**config.mk**
```make
export PLATFORM = sky130hd
export DESIGN_NAME = cefm_top
export DESIGN_NICKNAME = d
export VERILOG_FILES = /design/src/logic/cefm_pkg.sv /design/src/logic/cefm_sync.sv /design/src/logic/cefm_flags.sv /design/src/logic/cefm_top.sv
export SDC_FILE = /design/constraint.sdc
export NUM_CORES = 1
export LEC_CHECK = 0
export ABC_AREA = 1
export ABC_CLOCK_PERIOD_IN_PS = 5700
export BUFFER_PORTS_ARGS = -buffer_cell sky130_fd_sc_hd__buf_4
export CORE_MARGIN = 2
export CORE_UTILIZATION = 50
export DETAILED_ROUTE_END_ITERATION = 10
export PLACE_DENSITY = 0.69
export SLEW_MARGIN = 5
export SYNTH_ARGS = -nofsm -noshare
export SYNTH_HDL_FRONTEND = slang
export SYNTH_SLANG_ARGS = --single-unit
```
**constraint.sdc**
```tcl
create_clock -name CLK -period 5.7 [get_ports CLK]
set_input_delay 0.285 -clock CLK [delete_from_list [all_inputs] [get_ports CLK]]
set_output_delay 0.285 -clock CLK [all_outputs]
set_load 0.05 [all_outputs]
```
**src/logic/cefm_pkg.sv**
```systemverilog
// Purpose: constants and types for the charger event flag and mask bank
// Assumes: register port is driven by the serial bus slave on CLK
// Notes: offsets are byte addresses of 8-bit registers
// Contract
// [RULE1] input overvoltage sets fault bit 7
// [RULE2] battery overcurrent sets fault bit 5
// [RULE3] battery undervoltage event reported on fault bit 4
// [RULE4] thermistor cold/cool/warm/hot entry set bits 3..0
// [RULE5] adc flags at 0x5, timer flags 0x6
// [RULE6] conversion done sets adc bit 7
// [RULE7] comparator alarms set adc bits 6..4
// [RULE8] thermistor open sets adc bit 0
// [RULE9] watchdog expiry sets timer bit 6
// [RULE10] charge safety timer expiry sets timer bit 5
// [RULE11] regulator overcurrent sets timer bit 4
// [RULE12] limit resistor open sets timer bit 3
// [RULE13] button wake timers set timer bits 2, 1
// [RULE14] button reset warning sets timer bit 0
// [RULE15] charger mask at 0x7, one masks
// [RULE16] charger mask bits 6..0 map charger events
// [RULE17] fault mask at 0x8 resets zero
// [RULE18] power good change either way sets flag
// [RULE19] fault mask bits gate matching fault flags
// [RULE20] adc mask resets to 0x71
// [RULE21] flags latch regardless of mask
// [RULE22] event during clearing read survives read
// [RULE23] host reads flags after each interrupt
package cefm_pkg;
    localparam int ADDR_W = 8;
    localparam int DATA_W = 8;
    localparam logic [7:0] OFF_CHG_FLAGS = 8'h03;
    localparam logic [7:0] OFF_FLT_FLAGS = 8'h04;
    localparam logic [7:0] OFF_ADC_FLAGS = 8'h05;
    localparam logic [7:0] OFF_TMR_FLAGS = 8'h06;
    localparam logic [7:0] OFF_CHG_MASK = 8'h07;
    localparam logic [7:0] OFF_FLT_MASK = 8'h08;
    localparam logic [7:0] OFF_ADC_MASK = 8'h09;
    localparam logic [7:0] OFF_TMR_MASK = 8'h0A;
    localparam logic [7:0] RST_FLAGS = 8'h00;
    localparam logic [7:0] RST_CHG_MASK = 8'h00;
    localparam logic [7:0] RST_FLT_MASK = 8'h00;
    localparam logic [7:0] RST_ADC_MASK = 8'h71;
    localparam logic [7:0] RST_TMR_MASK = 8'h00;
    localparam logic [7:0] RD_UNMAPPED = 8'h00;
    // bits that can ever be set in each flag register
    localparam logic [7:0] VALID_CHG = 8'h7F;
    localparam logic [7:0] VALID_FLT = 8'hBF;
    localparam logic [7:0] VALID_ADC = 8'hF1;
    localparam logic [7:0] VALID_TMR = 8'h7F;
    localparam int BIT_OVP = 7;
    localparam int BIT_OCP = 5;
    localparam int BIT_UVLO = 4;
    localparam int BIT_ADC_READY = 7;
    localparam int BIT_TS_OPEN = 0;
    localparam int BIT_WDOG = 6;
    localparam int BIT_PGOOD = 0;
    localparam int SETTLE_CYCLES = 3;

    typedef struct packed {
        logic const_voltage;
        logic charge_done;
        logic input_limit;
        logic system_droop;
        logic input_droop;
        logic thermal_reg;
        logic input_power_good;
        logic input_overvoltage;
        logic battery_overcurrent;
        logic battery_undervoltage;
        logic therm_cold;
        logic therm_cool;
        logic therm_warm;
        logic therm_hot;
        logic adc_ready;
        logic comparator_one;
        logic comparator_two;
        logic comparator_three;
        logic therm_open;
        logic watchdog_expired;
        logic charge_timer_expired;
        logic regulator_overcurrent;
        logic limit_resistor_open;
        logic button_wake_first;
        logic button_wake_second;
        logic button_reset_warning;
    } cefm_evt_t;

    typedef struct packed {
        logic [ADDR_W-1:0] addr;
        logic rd;
        logic wr;
        logic [DATA_W-1:0] wdata;
    } cefm_req_t;
endpackage

```
**src/logic/cefm_sync.sv**
```systemverilog
// Purpose: two-flop synchroniser for a vector of levels
// Assumes: each bit is a level held longer than one CLK period
// Notes: only the second stage leaves this module
`timescale 1ns/10ps
module cefm_sync #(
    parameter int W = 1
) (
    input wire logic clk,
    input wire logic rst,
    input wire logic [W-1:0] d,
    output logic [W-1:0] q
);
    logic [W-1:0] meta_ff;
    logic [W-1:0] sync_ff;

    always_ff @(posedge clk or posedge rst) begin
        if (rst) begin
            meta_ff <= '0;
            sync_ff <= '0;
        end else begin
            meta_ff <= d;
            sync_ff <= meta_ff;
        end
    end

    assign q = sync_ff;
endmodule

```
**src/logic/cefm_flags.sv**
```systemverilog
// Purpose: one clear-on-read sticky flag register
// Assumes: set is a per-bit one-cycle pulse, clr a one-cycle read pulse
// Notes: bits outside VALID never set
`timescale 1ns/10ps
module cefm_flags #(
    parameter int W = 8,
    parameter logic [W-1:0] VALID = '1,
    parameter logic [W-1:0] RST_VAL = '0
) (
    input wire logic clk,
    input wire logic rst,
    input wire logic [W-1:0] set,
    input wire logic clr,
    output logic [W-1:0] flags
);
    logic [W-1:0] flags_ff;
    logic [W-1:0] nxt_flags;

    always_comb begin
        // a set arriving with the clearing read wins
        nxt_flags = ((clr ? '0 : flags_ff) | set) & VALID; // RULE22
    end

    always_ff @(posedge clk or posedge rst) begin
        if (rst) begin
            flags_ff <= RST_VAL;
        end else begin
            flags_ff <= nxt_flags;
        end
    end

    assign flags = flags_ff;
endmodule

```
**src/logic/cefm_top.sv**
```systemverilog
// Purpose: event flag and interrupt mask bank of the charger
// Assumes: EVT levels come from analog/timer logic outside CLK domain
// Notes: read data appears one cycle after REQ.rd; INT_REQ active high
`timescale 1ns/10ps
module cefm_top (
    input wire logic CLK,
    input wire logic RST,
    input wire cefm_pkg::cefm_evt_t EVT,
    input wire cefm_pkg::cefm_req_t REQ,
    output logic [cefm_pkg::DATA_W-1:0] REG_RDATA,
    output logic INT_REQ
);
    import cefm_pkg::*;

    localparam int EW = $bits(cefm_evt_t);

    cefm_evt_t evt_s;
    cefm_evt_t evt_prev_ff;
    cefm_evt_t rise;
    logic [1:0] settle_ff;
    logic armed_ff;
    logic pgood_change;

    logic [7:0] chg_set;
    logic [7:0] flt_set;
    logic [7:0] adc_set;
    logic [7:0] tmr_set;
    logic [7:0] chg_flags;
    logic [7:0] flt_flags;
    logic [7:0] adc_flags;
    logic [7:0] tmr_flags;
    logic rd_chg;
    logic rd_flt;
    logic rd_adc;
    logic rd_tmr;

    logic [7:0] chg_mask_ff;
    logic [7:0] flt_mask_ff;
    logic [7:0] adc_mask_ff;
    logic [7:0] tmr_mask_ff;
    logic [7:0] rdata_ff;
    logic [7:0] nxt_rdata;
    logic int_ff;
    logic nxt_int;

    function automatic logic hit(input logic [ADDR_W-1:0] a,
                                 input logic [7:0] off);
        hit = (a == off);
    endfunction

    // pin side: synchronise every event level
    cefm_sync #(
        .W(EW)
    ) u_sync (
        .clk(CLK),
        .rst(RST),
        .d(EVT),
        .q(evt_s)
    );

    // edges are ignored until the synchroniser holds real samples
    always_ff @(posedge CLK or posedge RST) begin
        if (RST) begin
            settle_ff <= 2'h0;
            armed_ff <= 1'b0;
        end else begin
            if (settle_ff != 2'(SETTLE_CYCLES)) begin
                settle_ff <= settle_ff + 2'h1;
            end
            armed_ff <= (settle_ff == 2'(SETTLE_CYCLES));
        end
    end

    always_ff @(posedge CLK or posedge RST) begin
        if (RST) begin
            evt_prev_ff <= '0;
        end else begin
            evt_prev_ff <= evt_s;
        end
    end

    always_comb begin
        rise = armed_ff ? (evt_s & ~evt_prev_ff) : '0;
    end

    assign pgood_change = armed_ff &&
        (evt_s.input_power_good != evt_prev_ff.input_power_good); // RULE18

    // charger events; bit 0 is the power good change
    always_comb begin
        chg_set = {1'b0,
                   rise.const_voltage,
                   rise.charge_done,
                   rise.input_limit,
                   rise.system_droop,
                   rise.input_droop,
                   rise.thermal_reg,
                   pgood_change}; // RULE16 RULE18
    end

    // fault events: entries into each condition
    always_comb begin
        flt_set = {rise.input_overvoltage, // RULE1
                   1'b0,
                   rise.battery_overcurrent, // RULE2
                   rise.battery_undervoltage, // RULE3
                   rise.therm_cold,
                   rise.therm_cool,
                   rise.therm_warm,
                   rise.therm_hot}; // RULE4
    end

    always_comb begin
        adc_set = {rise.adc_ready, // RULE6
                   rise.comparator_one,
                   rise.comparator_two,
                   rise.comparator_three, // RULE7
                   3'h0,
                   rise.therm_open}; // RULE8
    end

    always_comb begin
        tmr_set = {1'b0,
                   rise.watchdog_expired, // RULE9
                   rise.charge_timer_expired, // RULE10
                   rise.regulator_overcurrent, // RULE11
                   rise.limit_resistor_open, // RULE12
                   rise.button_wake_first,
                   rise.button_wake_second, // RULE13
                   rise.button_reset_warning}; // RULE14
    end

    // a read of a flag register clears it
    assign rd_chg = REQ.rd && hit(REQ.addr, OFF_CHG_FLAGS);
    assign rd_flt = REQ.rd && hit(REQ.addr, OFF_FLT_FLAGS);
    assign rd_adc = REQ.rd && hit(REQ.addr, OFF_ADC_FLAGS); // RULE5
    assign rd_tmr = REQ.rd && hit(REQ.addr, OFF_TMR_FLAGS); // RULE5

    // flags latch whatever the masks say
    cefm_flags #(
        .W(8),
        .VALID(VALID_CHG),
        .RST_VAL(RST_FLAGS)
    ) u_chg (
        .clk(CLK),
        .rst(RST),
        .set(chg_set), // RULE21
        .clr(rd_chg),
        .flags(chg_flags)
    );

    cefm_flags #(
        .W(8),
        .VALID(VALID_FLT),
        .RST_VAL(RST_FLAGS)
    ) u_flt (
        .clk(CLK),
        .rst(RST),
        .set(flt_set), // RULE21
        .clr(rd_flt),
        .flags(flt_flags)
    );

    cefm_flags #(
        .W(8),
        .VALID(VALID_ADC),
        .RST_VAL(RST_FLAGS)
    ) u_adc (
        .clk(CLK),
        .rst(RST),
        .set(adc_set), // RULE21
        .clr(rd_adc),
        .flags(adc_flags)
    );

    cefm_flags #(
        .W(8),
        .VALID(VALID_TMR),
        .RST_VAL(RST_FLAGS)
    ) u_tmr (
        .clk(CLK),
        .rst(RST),
        .set(tmr_set), // RULE21
        .clr(rd_tmr),
        .flags(tmr_flags)
    );

    // mask registers, one means masked
    always_ff @(posedge CLK or posedge RST) begin
        if (RST) begin
            chg_mask_ff <= RST_CHG_MASK; // RULE15
            flt_mask_ff <= RST_FLT_MASK; // RULE17
            adc_mask_ff <= RST_ADC_MASK; // RULE20
            tmr_mask_ff <= RST_TMR_MASK;
        end else if (REQ.wr) begin
            if (hit(REQ.addr, OFF_CHG_MASK)) begin
                chg_mask_ff <= REQ.wdata; // RULE15
            end
            if (hit(REQ.addr, OFF_FLT_MASK)) begin
                flt_mask_ff <= REQ.wdata; // RULE17
            end
            if (hit(REQ.addr, OFF_ADC_MASK)) begin
                adc_mask_ff <= REQ.wdata;
            end
            if (hit(REQ.addr, OFF_TMR_MASK)) begin
                tmr_mask_ff <= REQ.wdata;
            end
        end
    end

    // read mux; data shows the value before the clear
    always_comb begin
        nxt_rdata = rdata_ff;
        if (REQ.rd) begin
            unique case (REQ.addr)
                OFF_CHG_FLAGS: nxt_rdata = chg_flags;
                OFF_FLT_FLAGS: nxt_rdata = flt_flags;
                OFF_ADC_FLAGS: nxt_rdata = adc_flags;
                OFF_TMR_FLAGS: nxt_rdata = tmr_flags;
                OFF_CHG_MASK: nxt_rdata = chg_mask_ff;
                OFF_FLT_MASK: nxt_rdata = flt_mask_ff;
                OFF_ADC_MASK: nxt_rdata = adc_mask_ff;
                OFF_TMR_MASK: nxt_rdata = tmr_mask_ff;
                default: nxt_rdata = RD_UNMAPPED;
            endcase
        end
    end

    always_ff @(posedge CLK or posedge RST) begin
        if (RST) begin
            rdata_ff <= RD_UNMAPPED;
        end else begin
            rdata_ff <= nxt_rdata;
        end
    end

    // interrupt request: any latched flag whose mask bit is zero
    always_comb begin
        nxt_int = |(chg_flags & ~chg_mask_ff) // RULE15 RULE16
                | |(flt_flags & ~flt_mask_ff) // RULE19
                | |(adc_flags & ~adc_mask_ff)
                | |(tmr_flags & ~tmr_mask_ff); // RULE23
    end

    always_ff @(posedge CLK or posedge RST) begin
        if (RST) begin
            int_ff <= 1'b0;
        end else begin
            int_ff <= nxt_int;
        end
    end

    assign REG_RDATA = rdata_ff;
    assign INT_REQ = int_ff;
endmodule

```
---- Yosys cells after proc, flatten, opt, wreduce, memory -nomap -nowiden ----
Cells that the tools add are included.
word-level totals
  register bits ........................... 148
  bits in latches ......................... 0
  memory bits (writable) .................. 0
  bits in read-only memories .............. 0
  input port bits ......................... 46
  output and inout bits ................... 9
  memories kept ........................... 0
cells by class
  add/subtract/negate cells ............... 1
  $mul .................................... 0
  divide/modulo/power cells ............... 0
  order comparisons ....................... 0
  equal/unequal tests ..................... 11
  shifts and indexed selects .............. 0
  mux-type cells .......................... 6
  bitwise logic cells ..................... 17
  reduce and logical (&&, ||, !) cells .... 13
operators by type and width
  operator                                              count
  case mux 8 bit (8 select lines)                       1
  equality test 8 x 3 -> 1 bit (second input constant)  4
  inverter 8 bit                                        4
  OR reduction 8 bit                                    4
  bitwise AND 26 bit                                    1
  two-way mux 26 bit                                    1
  inverter 26 bit                                       1
  equality test 8 x 4 -> 1 bit (second input constant)  3
  bitwise AND 7 x 8 -> 8 bit                            2
  bitwise AND 8 bit                                     2
  two-way mux 8 bit                                     2
  bitwise OR 8 bit                                      2
  two-way mux 7 bit                                     2
  bitwise OR 7 bit                                      2
  equality test 8 x 2 -> 1 bit (second input constant)  1
  AND reduction 2 bit                                   4
  logical AND 1 bit                                     5
  bitwise OR 1 bit                                      3
  adder 2 x 1 -> 2 bit (second input constant)          1
  equality test 2 bit (second input constant)           1
  inequality test 2 bit (second input constant)         1
  inequality test 1 bit                                 1

---- Longest topological paths before layout ----
Gate-level depths: netlist of the first run.
  word-level depth ........................ 6
  mapped depth ............................ 10
  gate-level depth less buffers ........... 9

---- Cells and area by module ----
A second synthesis of the first run with hierarchy kept.
second synthesis, totals
  cells, all modules ...................... 661
  area total of the unflattened synthesis .. 6,002.0 µm²
by module, submodules not included
  module                  times used  cells each  area an instance (µm²)
  cefm_top                1           486         3,663.5
  cefm_sync               1           53          1,305.0
  cefm_flags (u_chg ...)  3           32          272.8
  cefm_flags (u_adc)      1           26          215.2

---- Worst setup path after synthesis of the first run ----
No wires, ideal clock.
  path kind ............................... input to register
  from .................................... input port REQ[14] (netlist bit)
  to ...................................... register u_tmr.flags_ff[0] (netlist: u_tmr.flags[0])
  library setup time ...................... 127 ps
  arrival ................................. 1,053 ps
  required time ........................... 5,573 ps
  slack ................................... 4,520 ps
  stages on the path ...................... 7
  path through ............................ inv_2 -> nand2_2 -> nor2_8 -> buf_8 -> nand2_1 -> nor2_2 -> o21ai_0
on the way
  longest elaborated chain between the ends .. 4
RTL lines
  item                          RTL line          text
  from (decl)                   cefm_top.sv:9     input wire cefm_pkg::cefm_req_t REQ,
  equality test 8 x 3 -> 1 bit  cefm_top.sv:48    hit = (a == off);
  logical AND 1 bit             cefm_top.sv:137   assign rd_tmr = REQ.rd && hit(REQ.addr, OFF_TMR_FLAGS);
  two-way mux 7 bit             cefm_flags.sv:21  nxt_flags = ((clr ? '0 : flags_ff) | set) & VALID;
  bitwise OR 7 bit              cefm_flags.sv:21
  named net u_tmr.nxt_flags[0]  cefm_flags.sv:17  logic [W-1:0] nxt_flags;
  to (signal assigned)          cefm_flags.sv:28  flags_ff <= nxt_flags;
  to (decl)                     cefm_flags.sv:16  logic [W-1:0] flags_ff;
The timed path passes the listed nets, and every way through them passes these cells.
A chain may end at the register's enable or synchronous reset.

---- Worst setup path after layout of the first run ----
  from .................................... input port REQ[14] (netlist bit)
  to ...................................... register u_flt.flags_ff[4] (netlist: u_flt.flags[4])
on the way
  longest elaborated chain between the ends .. 4
RTL lines
  item                          RTL line          text
  equality test 8 x 3 -> 1 bit  cefm_top.sv:48
  logical AND 1 bit             cefm_top.sv:135   assign rd_flt = REQ.rd && hit(REQ.addr, OFF_FLT_FLAGS);
  two-way mux 8 bit             cefm_flags.sv:21
  bitwise OR 8 bit              cefm_flags.sv:21
  named net u_flt.nxt_flags[4]  cefm_flags.sv:17
  to (signal assigned)          cefm_flags.sv:28
  to (decl)                     cefm_flags.sv:16
The timed path passes the listed nets, and every way through them passes these cells.

==> results of run 1 <==
-- through the flow --
step / hold WS (ns) / instance area [um2] / instances
after global placement: 0.332 / 6190 / 752
after global routing: 0.0305 / 7060 / 810
after floorplan: 0.316 / 5680 / 572
after detailed placement: 0.335 / 6190 / 752
final: -0.0412 / 7060 / 810
after CTS: 0.0113 / 7060 / 810
-- routing by layer --
layer	vias up	part of all wire [%]
met5	-	0
met4	0	1.4
met3	13	4.7
met2	121	51
met1	2003	43
li1	1997	-
-- flip-flops by register name, indices dropped and copies added (netlist names) --
register	cells
armed_ff	1
u_chg.flags	7
u_sync.q	26
adc_mask_ff	8
settle_ff	2
flt_mask_ff	8
tmr_mask_ff	8
evt_prev_ff	26
INT_REQ	1
chg_mask_ff	8
u_tmr.flags	7
REG_RDATA	8
u_sync.meta_ff	26
u_adc.flags	5
u_flt.flags	7
-- power breakdown --
| part | internal (mW) | leakage [nW] | switching (mW) |
|---|---|---|---|
| Sequential | 1.10 | 1.68 | 0.0228 |
| Clock | 0.707 | 0.295 | 0.435 |
| Combinational | 0.0501 | 1.61 | 0.0763 |
-- layout make-up --
type | instances | area [um2] | area share (%)
sequential | 148 | 3710 | 52.5
inverter | 42 | 163 | 2.30
timing repair buffer | 81 | 673 | 9.53
tap | 140 | 175 | 2.48
clock inverter | 13 | 171 | 2.43
multi-input combinational | 367 | 1730 | 24.5
clock buffer | 19 | 443 | 6.27
-- worst max-delay path by stage --
stage / startpoint / end / slack [ns]
2_1_floorplan: RST / INT_REQ$_DFF_PP0_ / 1.44
3_3_place_gp: REQ[14] / u_tmr.flags[3]$_DFF_PP0_ / 3.80
3_5_place_dp: REQ[14] / u_flt.flags[4]$_DFF_PP0_ / 3.73
4_1_cts: REQ[14] / u_flt.flags[4]$_DFF_PP0_ / 4.17
5_1_grt: REQ[14] / u_tmr.flags[6]$_DFF_PP0_ / 3.96
6_report: REQ[14] / u_flt.flags[4]$_DFF_PP0_ / 4.15
-- layout by cell type, fill, tap and decap left out, types with 2 or more instances in the layout --
cell and instances:
nand2_1 163, dfrtp_1 144, buf_4 55, nand3_1 53, nor2_1 52, o21ai_0 48, inv_1 33, dlygate4sd3_1 26
clkbuf_16 17, o21ai_1 10, o22ai_1 9, inv_2 7, nand2_2 6, nor2_4 6, inv_6 6, nor2_2 4
nand2_4 4, dfstp_2 4, nor2_8 3, bufinv_16 3, xnor2_1 2, clkinv_4 2, clkinvlp_4 2
-- logic make-up (layout without fill, tap and decap cells) --
family	count (synthesis)	after routing
compound gates	68	68
xor+xnor	2	2
fa+ha+maj	1	1
buf+inv	57	155
flops	148	148
mux	1	1
simple gates	295	295
-- repair_timing --
item | 4_1_cts | 5_1_grt
hold buffers | 26 | 0
gates resized for setup | 0 | 0
hold endpoints to repair | 26 | 0
==> tab_implementation.tex, run 1 <==
\begin{tabular}{lr}
\hline
Metric & Value \\
\hline
\multicolumn{2}{l}{\textbf{Run status}} \\
Run status & complete, but fails checks \\
Failing checks & hold timing \\
\multicolumn{2}{l}{\textbf{Global route}} \\
Global routing usage on met3 & 5.27\% \\
Met1 Use GR & around 29\% \\
Number of global-route vias before repair & 4215 \\
First-pass GRT wire length & 21100 um \\
Global routing usage on met2 & 36.5\% \\
Number of antenna violations at the first check in global routing & 0 \\
Pin count of the biggest net entering global routing & 83 \\
GR Util All Layers & 22.3\% \\
Remaining global-route overflow & 0 \\
Busiest layer in global routing & met2 \\
\multicolumn{2}{l}{\textbf{Cells and area}} \\
Antenna fix cells & 0 \\
Number of fill cells in the layout & 851 \\
Post-layout utilization of the core & 64.3\% \\
Final layout net count & 704 \\
Layout Area Growth over Synthesis & 24.3\% \\
Share of post-route cells with drive strength above 1 & approximately 18\% \\
\multicolumn{2}{l}{\textbf{Setup path}} \\
Setup CP Type & in2reg \\
Critical Path Slowest Stage Cell & nor2\_8 \\
Crit-path max cell delay & 0.65 ns \\
Required time of the critical path & 5.99 ns \\
Worst reg2reg path startpoint & armed\_ff\$\_DFF\_PP0\_ \\
Launching element type of the critical path & input port \\
Register-to-Register Path Depth & 4 \\
R2R Setup Slk & 4.28 ns \\
Endpoint of the lowest-slack register-to-register path & u\_tmr.flags[0]\$\_DFF\_PP0\_ \\
Crit. path cell count & 7 \\
Chain of cells forming the critical path & buf\_4 -> inv\_2 -> nand2\_2 -> nor2\_8 -> nand2\_1 -> nor2\_1 -> o21ai\_0 \\
Cell class contributing the biggest share of worst-path delay & simple AND/OR/NAND/NOR gates \\
Data arrival time at the worst-slack endpoint & roughly 1.8 ns \\
Max Fanout on Critical Path & 61 \\
CP bufs+invs & 2 \\
Sort of element at the end of the critical path & register \\
\multicolumn{2}{l}{\textbf{Logic synthesis}} \\
Synth area leaders & dfrtp\_1 (63\%), nand2\_1 (11\%), nand3\_1 (4.7\%) \\
Synth area leader & dfrtp\_1 \\
Main combinational cell family by area after synthesis & simple AND/OR/NAND/NOR gates \\
Cells after Synth & 572 \\
Compound-gate portion of the synthesized area & 6.25\% \\
Most instantiated flip-flop cell in the synthesis netlist & dfrtp\_1 \\
Total of flip-flops plus latches after synthesis & 148 \\
Part of the Yosys area used for sequential elements & 65.2\% \\
Mux share of post-synthesis cell area & less than 1\% \\
Adder-cell share of the synthesized area & 0.220\% \\
Post-synthesis instance area & 0.00568 mm2 \\
Area fraction of the dominant cell type after synthesis & roughly 63\% \\
Synthesized-area fraction occupied by xor and xnor cells & less than 1\% \\
Most used standard cells in the synthesized netlist & nand2\_1 (163), dfrtp\_1 (144), nand3\_1 (53) \\
Synthesized area per cell & 9.94 um2 \\
Number of enable flip-flop cells after synthesis & 0 \\
Warnings, synthesis & 0 \\
Share of synthesized cell area in and, or, nand and nor gates & 23.4\% \\
Number of nets produced by synthesis & 619 \\
Most frequent cell after synthesis & nand2\_1 \\
Post-synthesis async set-or-reset flop share & 100\% \\
Number of unique standard cell types used by synthesis & 29 \\
\multicolumn{2}{l}{\textbf{Drt}} \\
Number of vias in the routed layout & 4134 \\
Final wirelength & 12600 um \\
Vias/cell & 5.10 \\
Average wire per standard cell & 15.6 um \\
Antenna Nets Post-Route & 0 \\
DRT iter0 DRCs & 340 \\
Drt first pass iters & 7 \\
Total DRC errors in the routed layout & 0 \\
\multicolumn{2}{l}{\textbf{Clock network}} \\
Post-CTS setup buffer count & 0 \\
CTS buffer count & 17 \\
Maximum clock path buffer count & 2 \\
Skew-Pair Late Insertion Delay & 0.42 ns \\
Clock tree from TritonCTS & yes \\
Worst-path clk slew & 0.06 ns \\
Sink count of the clock tree & $\sim$150 \\
CTS root buffer & clkbuf\_16 \\
Count of H-tree levels built during CTS & 4 \\
\multicolumn{2}{l}{\textbf{Floorplan}} \\
Die H & between 100 and 150 um \\
Starting Density & 51.8\% \\
Die boundary width & $\sim$110 um \\
Area of the die & 0.0122 mm2 \\
Io pins & 55 \\
Core Box Area & 0.0110 mm2 \\
Row Count & 38 \\
\multicolumn{2}{l}{\textbf{Power and ir drop}} \\
Static Leak & around 3.6 nW \\
Final total power & 2.39 mW \\
Ratio of total power to cell area & 338 mW/mm2 \\
Max VDD drop & 0.000309 V \\
\multicolumn{2}{l}{\textbf{Timing}} \\
Tightest hold margin & -0.0412 ns \\
Tightest slew margin relative to the limit & 44.1\% \\
Fin Setup TNS & 0 ns \\
Setup repair after global routing missed its margin & false \\
Slew of the pin with the lowest slew margin & approximately 0.84 ns \\
Least setup slack across all paths after layout & just over 4 ns \\
Period utilization & 27.2\% \\
Clock skew & 0.00711 ns \\
Peak Freq & 645 MHz \\
Hold Violations, Final & 18 \\
Minimum period implied by the final worst setup slack & 1.55 ns \\
Count of endpoints failing setup in the final report & 0 \\
Total count of max-transition violations in the final report & 0 \\
\multicolumn{2}{l}{\textbf{Worst hold path}} \\
Hold/Removal Path Class & in2async \\
\multicolumn{2}{l}{\textbf{Placed design}} \\
Weighted congestion at the end of routability-driven global placement & 0.911 \\
Post-detailed-placement half-perimeter wirelength & 8670 um \\
Post-Place Worst Slack & 3.73 ns \\
Total of buffers placed on input and output ports & 54 \\
\multicolumn{2}{l}{\textbf{Flow run}} \\
Total of max-cap violations & 0 \\
\hline
\end{tabular}
Power figures use the tool's default switching activity.
==> run 2: changes to the inputs <==
--- a/config.mk
+++ b/config.mk
@@ -6,12 +6,12 @@
 export NUM_CORES = 1
 export LEC_CHECK = 0
 export ABC_AREA = 1
-export ABC_CLOCK_PERIOD_IN_PS = 5700
+export ABC_CLOCK_PERIOD_IN_PS = 1300
 export BUFFER_PORTS_ARGS = -buffer_cell sky130_fd_sc_hd__buf_4
 export CORE_MARGIN = 2
 export CORE_UTILIZATION = 50
 export DETAILED_ROUTE_END_ITERATION = 10
-export PLACE_DENSITY = 0.69
+export PLACE_DENSITY = 0.72
 export SLEW_MARGIN = 5
 export SYNTH_ARGS = -nofsm -noshare
 export SYNTH_HDL_FRONTEND = slang
==> constraint.sdc (replaced) <==
create_clock -name CLK -period 1.3 [get_ports CLK]
set_input_delay 0.065 -clock CLK [delete_from_list [all_inputs] [get_ports CLK]]
set_output_delay 0.065 -clock CLK [all_outputs]
set_load 0.05 [all_outputs]
==> run 2 against run 1 <==
The flow now finishes without violations. Design area is 3.6% higher. Global-route usage up 2.1 points. Critical path depth decreased by 2. Worst hold slack improved by 0.14 ns. Non-clock buffer count increased by 25. Worst setup slack worse by 4.1 ns. Final cell count increased by 3.1%. Critical path type unchanged.
==> tab_implementation.tex, run 2 (synthesis gave the netlist of run 1 again) <==
\begin{tabular}{lr}
\hline
Metric & Value \\
\hline
\multicolumn{2}{l}{\textbf{Timing}} \\
Total count of max-transition violations in the final report & 0 (unchanged) \\
Least setup slack across all paths after layout & 0.0858 ns (was 4.15 ns) \\
Minimum period implied by the final worst setup slack & roughly 1.2 ns \\
Slew of the pin with the lowest slew margin & 0.423 ns (was 0.839 ns) \\
Tightest slew margin relative to the limit & 71.8\% (was 44.1\%) \\
Count of endpoints failing setup in the final report & 0 (unchanged) \\
Peak Freq & 824 MHz \\
Setup repair after global routing missed its margin & true (was false) \\
Period utilization & 93.4\% \\
Hold Violations, Final & 0 (was 18) \\
Clock skew & 0.00597 ns (was 0.00711 ns) \\
Fin Setup TNS & 0 ns (unchanged) \\
\multicolumn{2}{l}{\textbf{Setup path}} \\
Crit-path max cell delay & 0.54 ns (was 0.65 ns) \\
Max Fanout on Critical Path & 13 (was 61) \\
CP bufs+invs & 3 (was 2) \\
Launching element type of the critical path & input port (unchanged) \\
Critical Path Slowest Stage Cell & dlygate4sd3\_1 (was nor2\_8) \\
Setup CP Type & in2reg (unchanged) \\
Required time of the critical path & 1.62 ns (was 5.99 ns) \\
Data arrival time at the worst-slack endpoint & 1.54 ns (was 1.84 ns) \\
Cell class contributing the biggest share of worst-path delay & buffers and inverters (was simple AND/OR/NAND/NOR gates) \\
Chain of cells forming the critical path & dlygate4sd3\_1 -> buf\_4 -> inv\_1 -> nor2\_1 -> o21ai\_0 (was buf\_4 -> inv\_2 -> nand2\_2 -> nor2\_8 -> nand2\_1 -> nor2\_1 -> o21ai\_0) \\
Sort of element at the end of the critical path & register (unchanged) \\
\multicolumn{2}{l}{\textbf{Cells and area}} \\
Most frequent cells in the layout & nand2\_1 (163), dfrtp\_1 (144), buf\_4 (64) (was nand2\_1 (163), dfrtp\_1 (144), buf\_4 (55)) \\
Share of post-route cells with drive strength above 1 & 20.0\% (was 18.2\%) \\
Final Cell Area & 0.00731 mm2 (was 0.00706 mm2) \\
Most common cell after layout, fill and taps aside & nand2\_1 (unchanged) \\
Final layout net count & 729 (was 704) \\
Number of fill cells in the layout & 862 (was 851) \\
Layout Area Growth over Synthesis & 28.7\% (was 24.3\%) \\
Total area of sequential cells & 0.00371 mm2 (unchanged) \\
Antenna fix cells & 0 (unchanged) \\
Area of the multi-input gates & 0.00173 mm2 (unchanged) \\
\multicolumn{2}{l}{\textbf{Clock network}} \\
Skew-Pair Late Insertion Delay & 0.43 ns (was 0.42 ns) \\
Post-CTS setup buffer count & 0 (unchanged) \\
CTS root buffer & clkbuf\_16 (unchanged) \\
Maximum clock path buffer count & 2 (unchanged) \\
Worst-path clk slew & 0.06 ns (about the same) \\
Sink count of the clock tree & 148 (unchanged) \\
Count of H-tree levels built during CTS & 4 (unchanged) \\
CTS buffer count & 17 (unchanged) \\
Clock tree from TritonCTS & yes (unchanged) \\
\multicolumn{2}{l}{\textbf{Placed design}} \\
Placed cell areas & 0.00637 mm2 (was 0.00619 mm2) \\
Post-Place Worst Slack & 0.00629 ns (was 3.73 ns) \\
Post-detailed-placement half-perimeter wirelength & 9320 um (was 8670 um) \\
Weighted congestion at the end of routability-driven global placement & 0.882 (was 0.911) \\
Total of buffers placed on input and output ports & 54 (unchanged) \\
\multicolumn{2}{l}{\textbf{Drt}} \\
Total DRC errors in the routed layout & 0 (unchanged) \\
Vias/cell & 5.15 (was 5.10) \\
DRT iter0 DRCs & 400 (was 340) \\
Antenna Nets Post-Route & 0 (unchanged) \\
Average wire per standard cell & 16.4 um (was 15.6 um) \\
Number of vias in the routed layout & 4303 (was 4134) \\
Final wirelength & 13700 um (was 12600 um) \\
Drt first pass iters & 7 (unchanged) \\
\multicolumn{2}{l}{\textbf{Floorplan}} \\
Starting Density & 51.8\% (unchanged) \\
Area of the die & 0.0122 mm2 (unchanged) \\
Core Box Area & 0.0110 mm2 (unchanged) \\
Die boundary width & 111 um (unchanged) \\
Row Count & 38 (unchanged) \\
Die H & 111 um (unchanged) \\
Io pins & 55 (unchanged) \\
\multicolumn{2}{l}{\textbf{Global route}} \\
Remaining global-route overflow & 0 (unchanged) \\
Pin count of the biggest net entering global routing & 82 (was 83) \\
Number of antenna violations at the first check in global routing & 0 (unchanged) \\
First-pass GRT wire length & 22800 um (was 21100 um) \\
Number of global-route vias before repair & 4470 (was 4215) \\
GR Util All Layers & 24.4\% (was 22.3\%) \\
\multicolumn{2}{l}{\textbf{Power and ir drop}} \\
Ratio of total power to cell area & 1400 mW/mm2 (was 338 mW/mm2) \\
Max VDD drop & 0.00126 V (was 0.000309 V) \\
Static Leak & 3.70 nW (was 3.59 nW) \\
Final total power & 10.2 mW (was 2.39 mW) \\
\multicolumn{2}{l}{\textbf{Flow run}} \\
Total of max-cap violations & 0 (unchanged) \\
\multicolumn{2}{l}{\textbf{Worst hold path}} \\
Hold/Removal Path Class & in2reg (was in2async) \\
\multicolumn{2}{l}{\textbf{Run status}} \\
Run status & finished, final reports clean (was complete, but fails checks) \\
\hline
\end{tabular}
[run 2: where the power goes]
group          leakage (nW)  internal [mW]  total (mW)  switching (mW)
Sequential             1.68           4.80        4.91           0.102
Clock                 0.273           2.75        4.69            1.94
Combinational          1.75          0.271       0.624           0.352
[run 2: stage by stage]
step	hold slack (ns)	utilization (%)	instances
CTS	0.0633	66.6	835
floorplan	0.0964	-	572
detailed placement	0.175	58.0	767
global route	0.116	66.6	835
finish	0.0963	66.6	835
global placement	0.174	58.0	767
[run 2: final timing paths]
check                                            startpoint                         end  slack, ns  cells past startpoint
worst max-delay path                                 REQ[9]    u_adc.flags[0]$_DFF_PP0_       0.09                      5
worst min-delay path                                 REQ[8]  chg_mask_ff[3]$_DFFE_PP0P_        0.1                      4
worst max register to register           armed_ff$_DFF_PP0_    u_adc.flags[0]$_DFF_PP0_       0.13                      5
worst min register to register  u_sync.meta_ff[9]$_DFF_PP0_       u_sync.q[9]$_DFF_PP0_       0.34                      0
max in group asynchronous                               RST  adc_mask_ff[5]$_DFFE_PP1P_       0.62                      4
min in group asynchronous                               RST      u_sync.q[18]$_DFF_PP0_       0.31                      4
[run 2: worst min-delay path, delay by kind of cell]
family,cells,cell delay (ns)
buffers and inverters,2,0.19
and+or+nand+nor,1,0.05
AOI/OAI and AO/OA,1,0.17
[run 2: timing repair]
action                                  CTS  global route
endpoints found under the hold margin   210             0
hold buffers                             36             0
gates resized for setup                   0             1
endpoints found under the setup margin    0            12
[run 2: cell type report]
type	instances	area share (%)
clock buffers	19	6.19
inverters	42	2.26
flip-flops and latches	148	50.7
clock inverters	13	1.68
well taps	140	2.39
repair buffers	106	13.1
multi-input cells	367	23.6
[run 2: metal layers]
layer,routed length [um],GRT usage [%]
met2,6790,39.8
met5,0,0
met4,405,10.9
met1,5860,31.0
met3,648,5.82
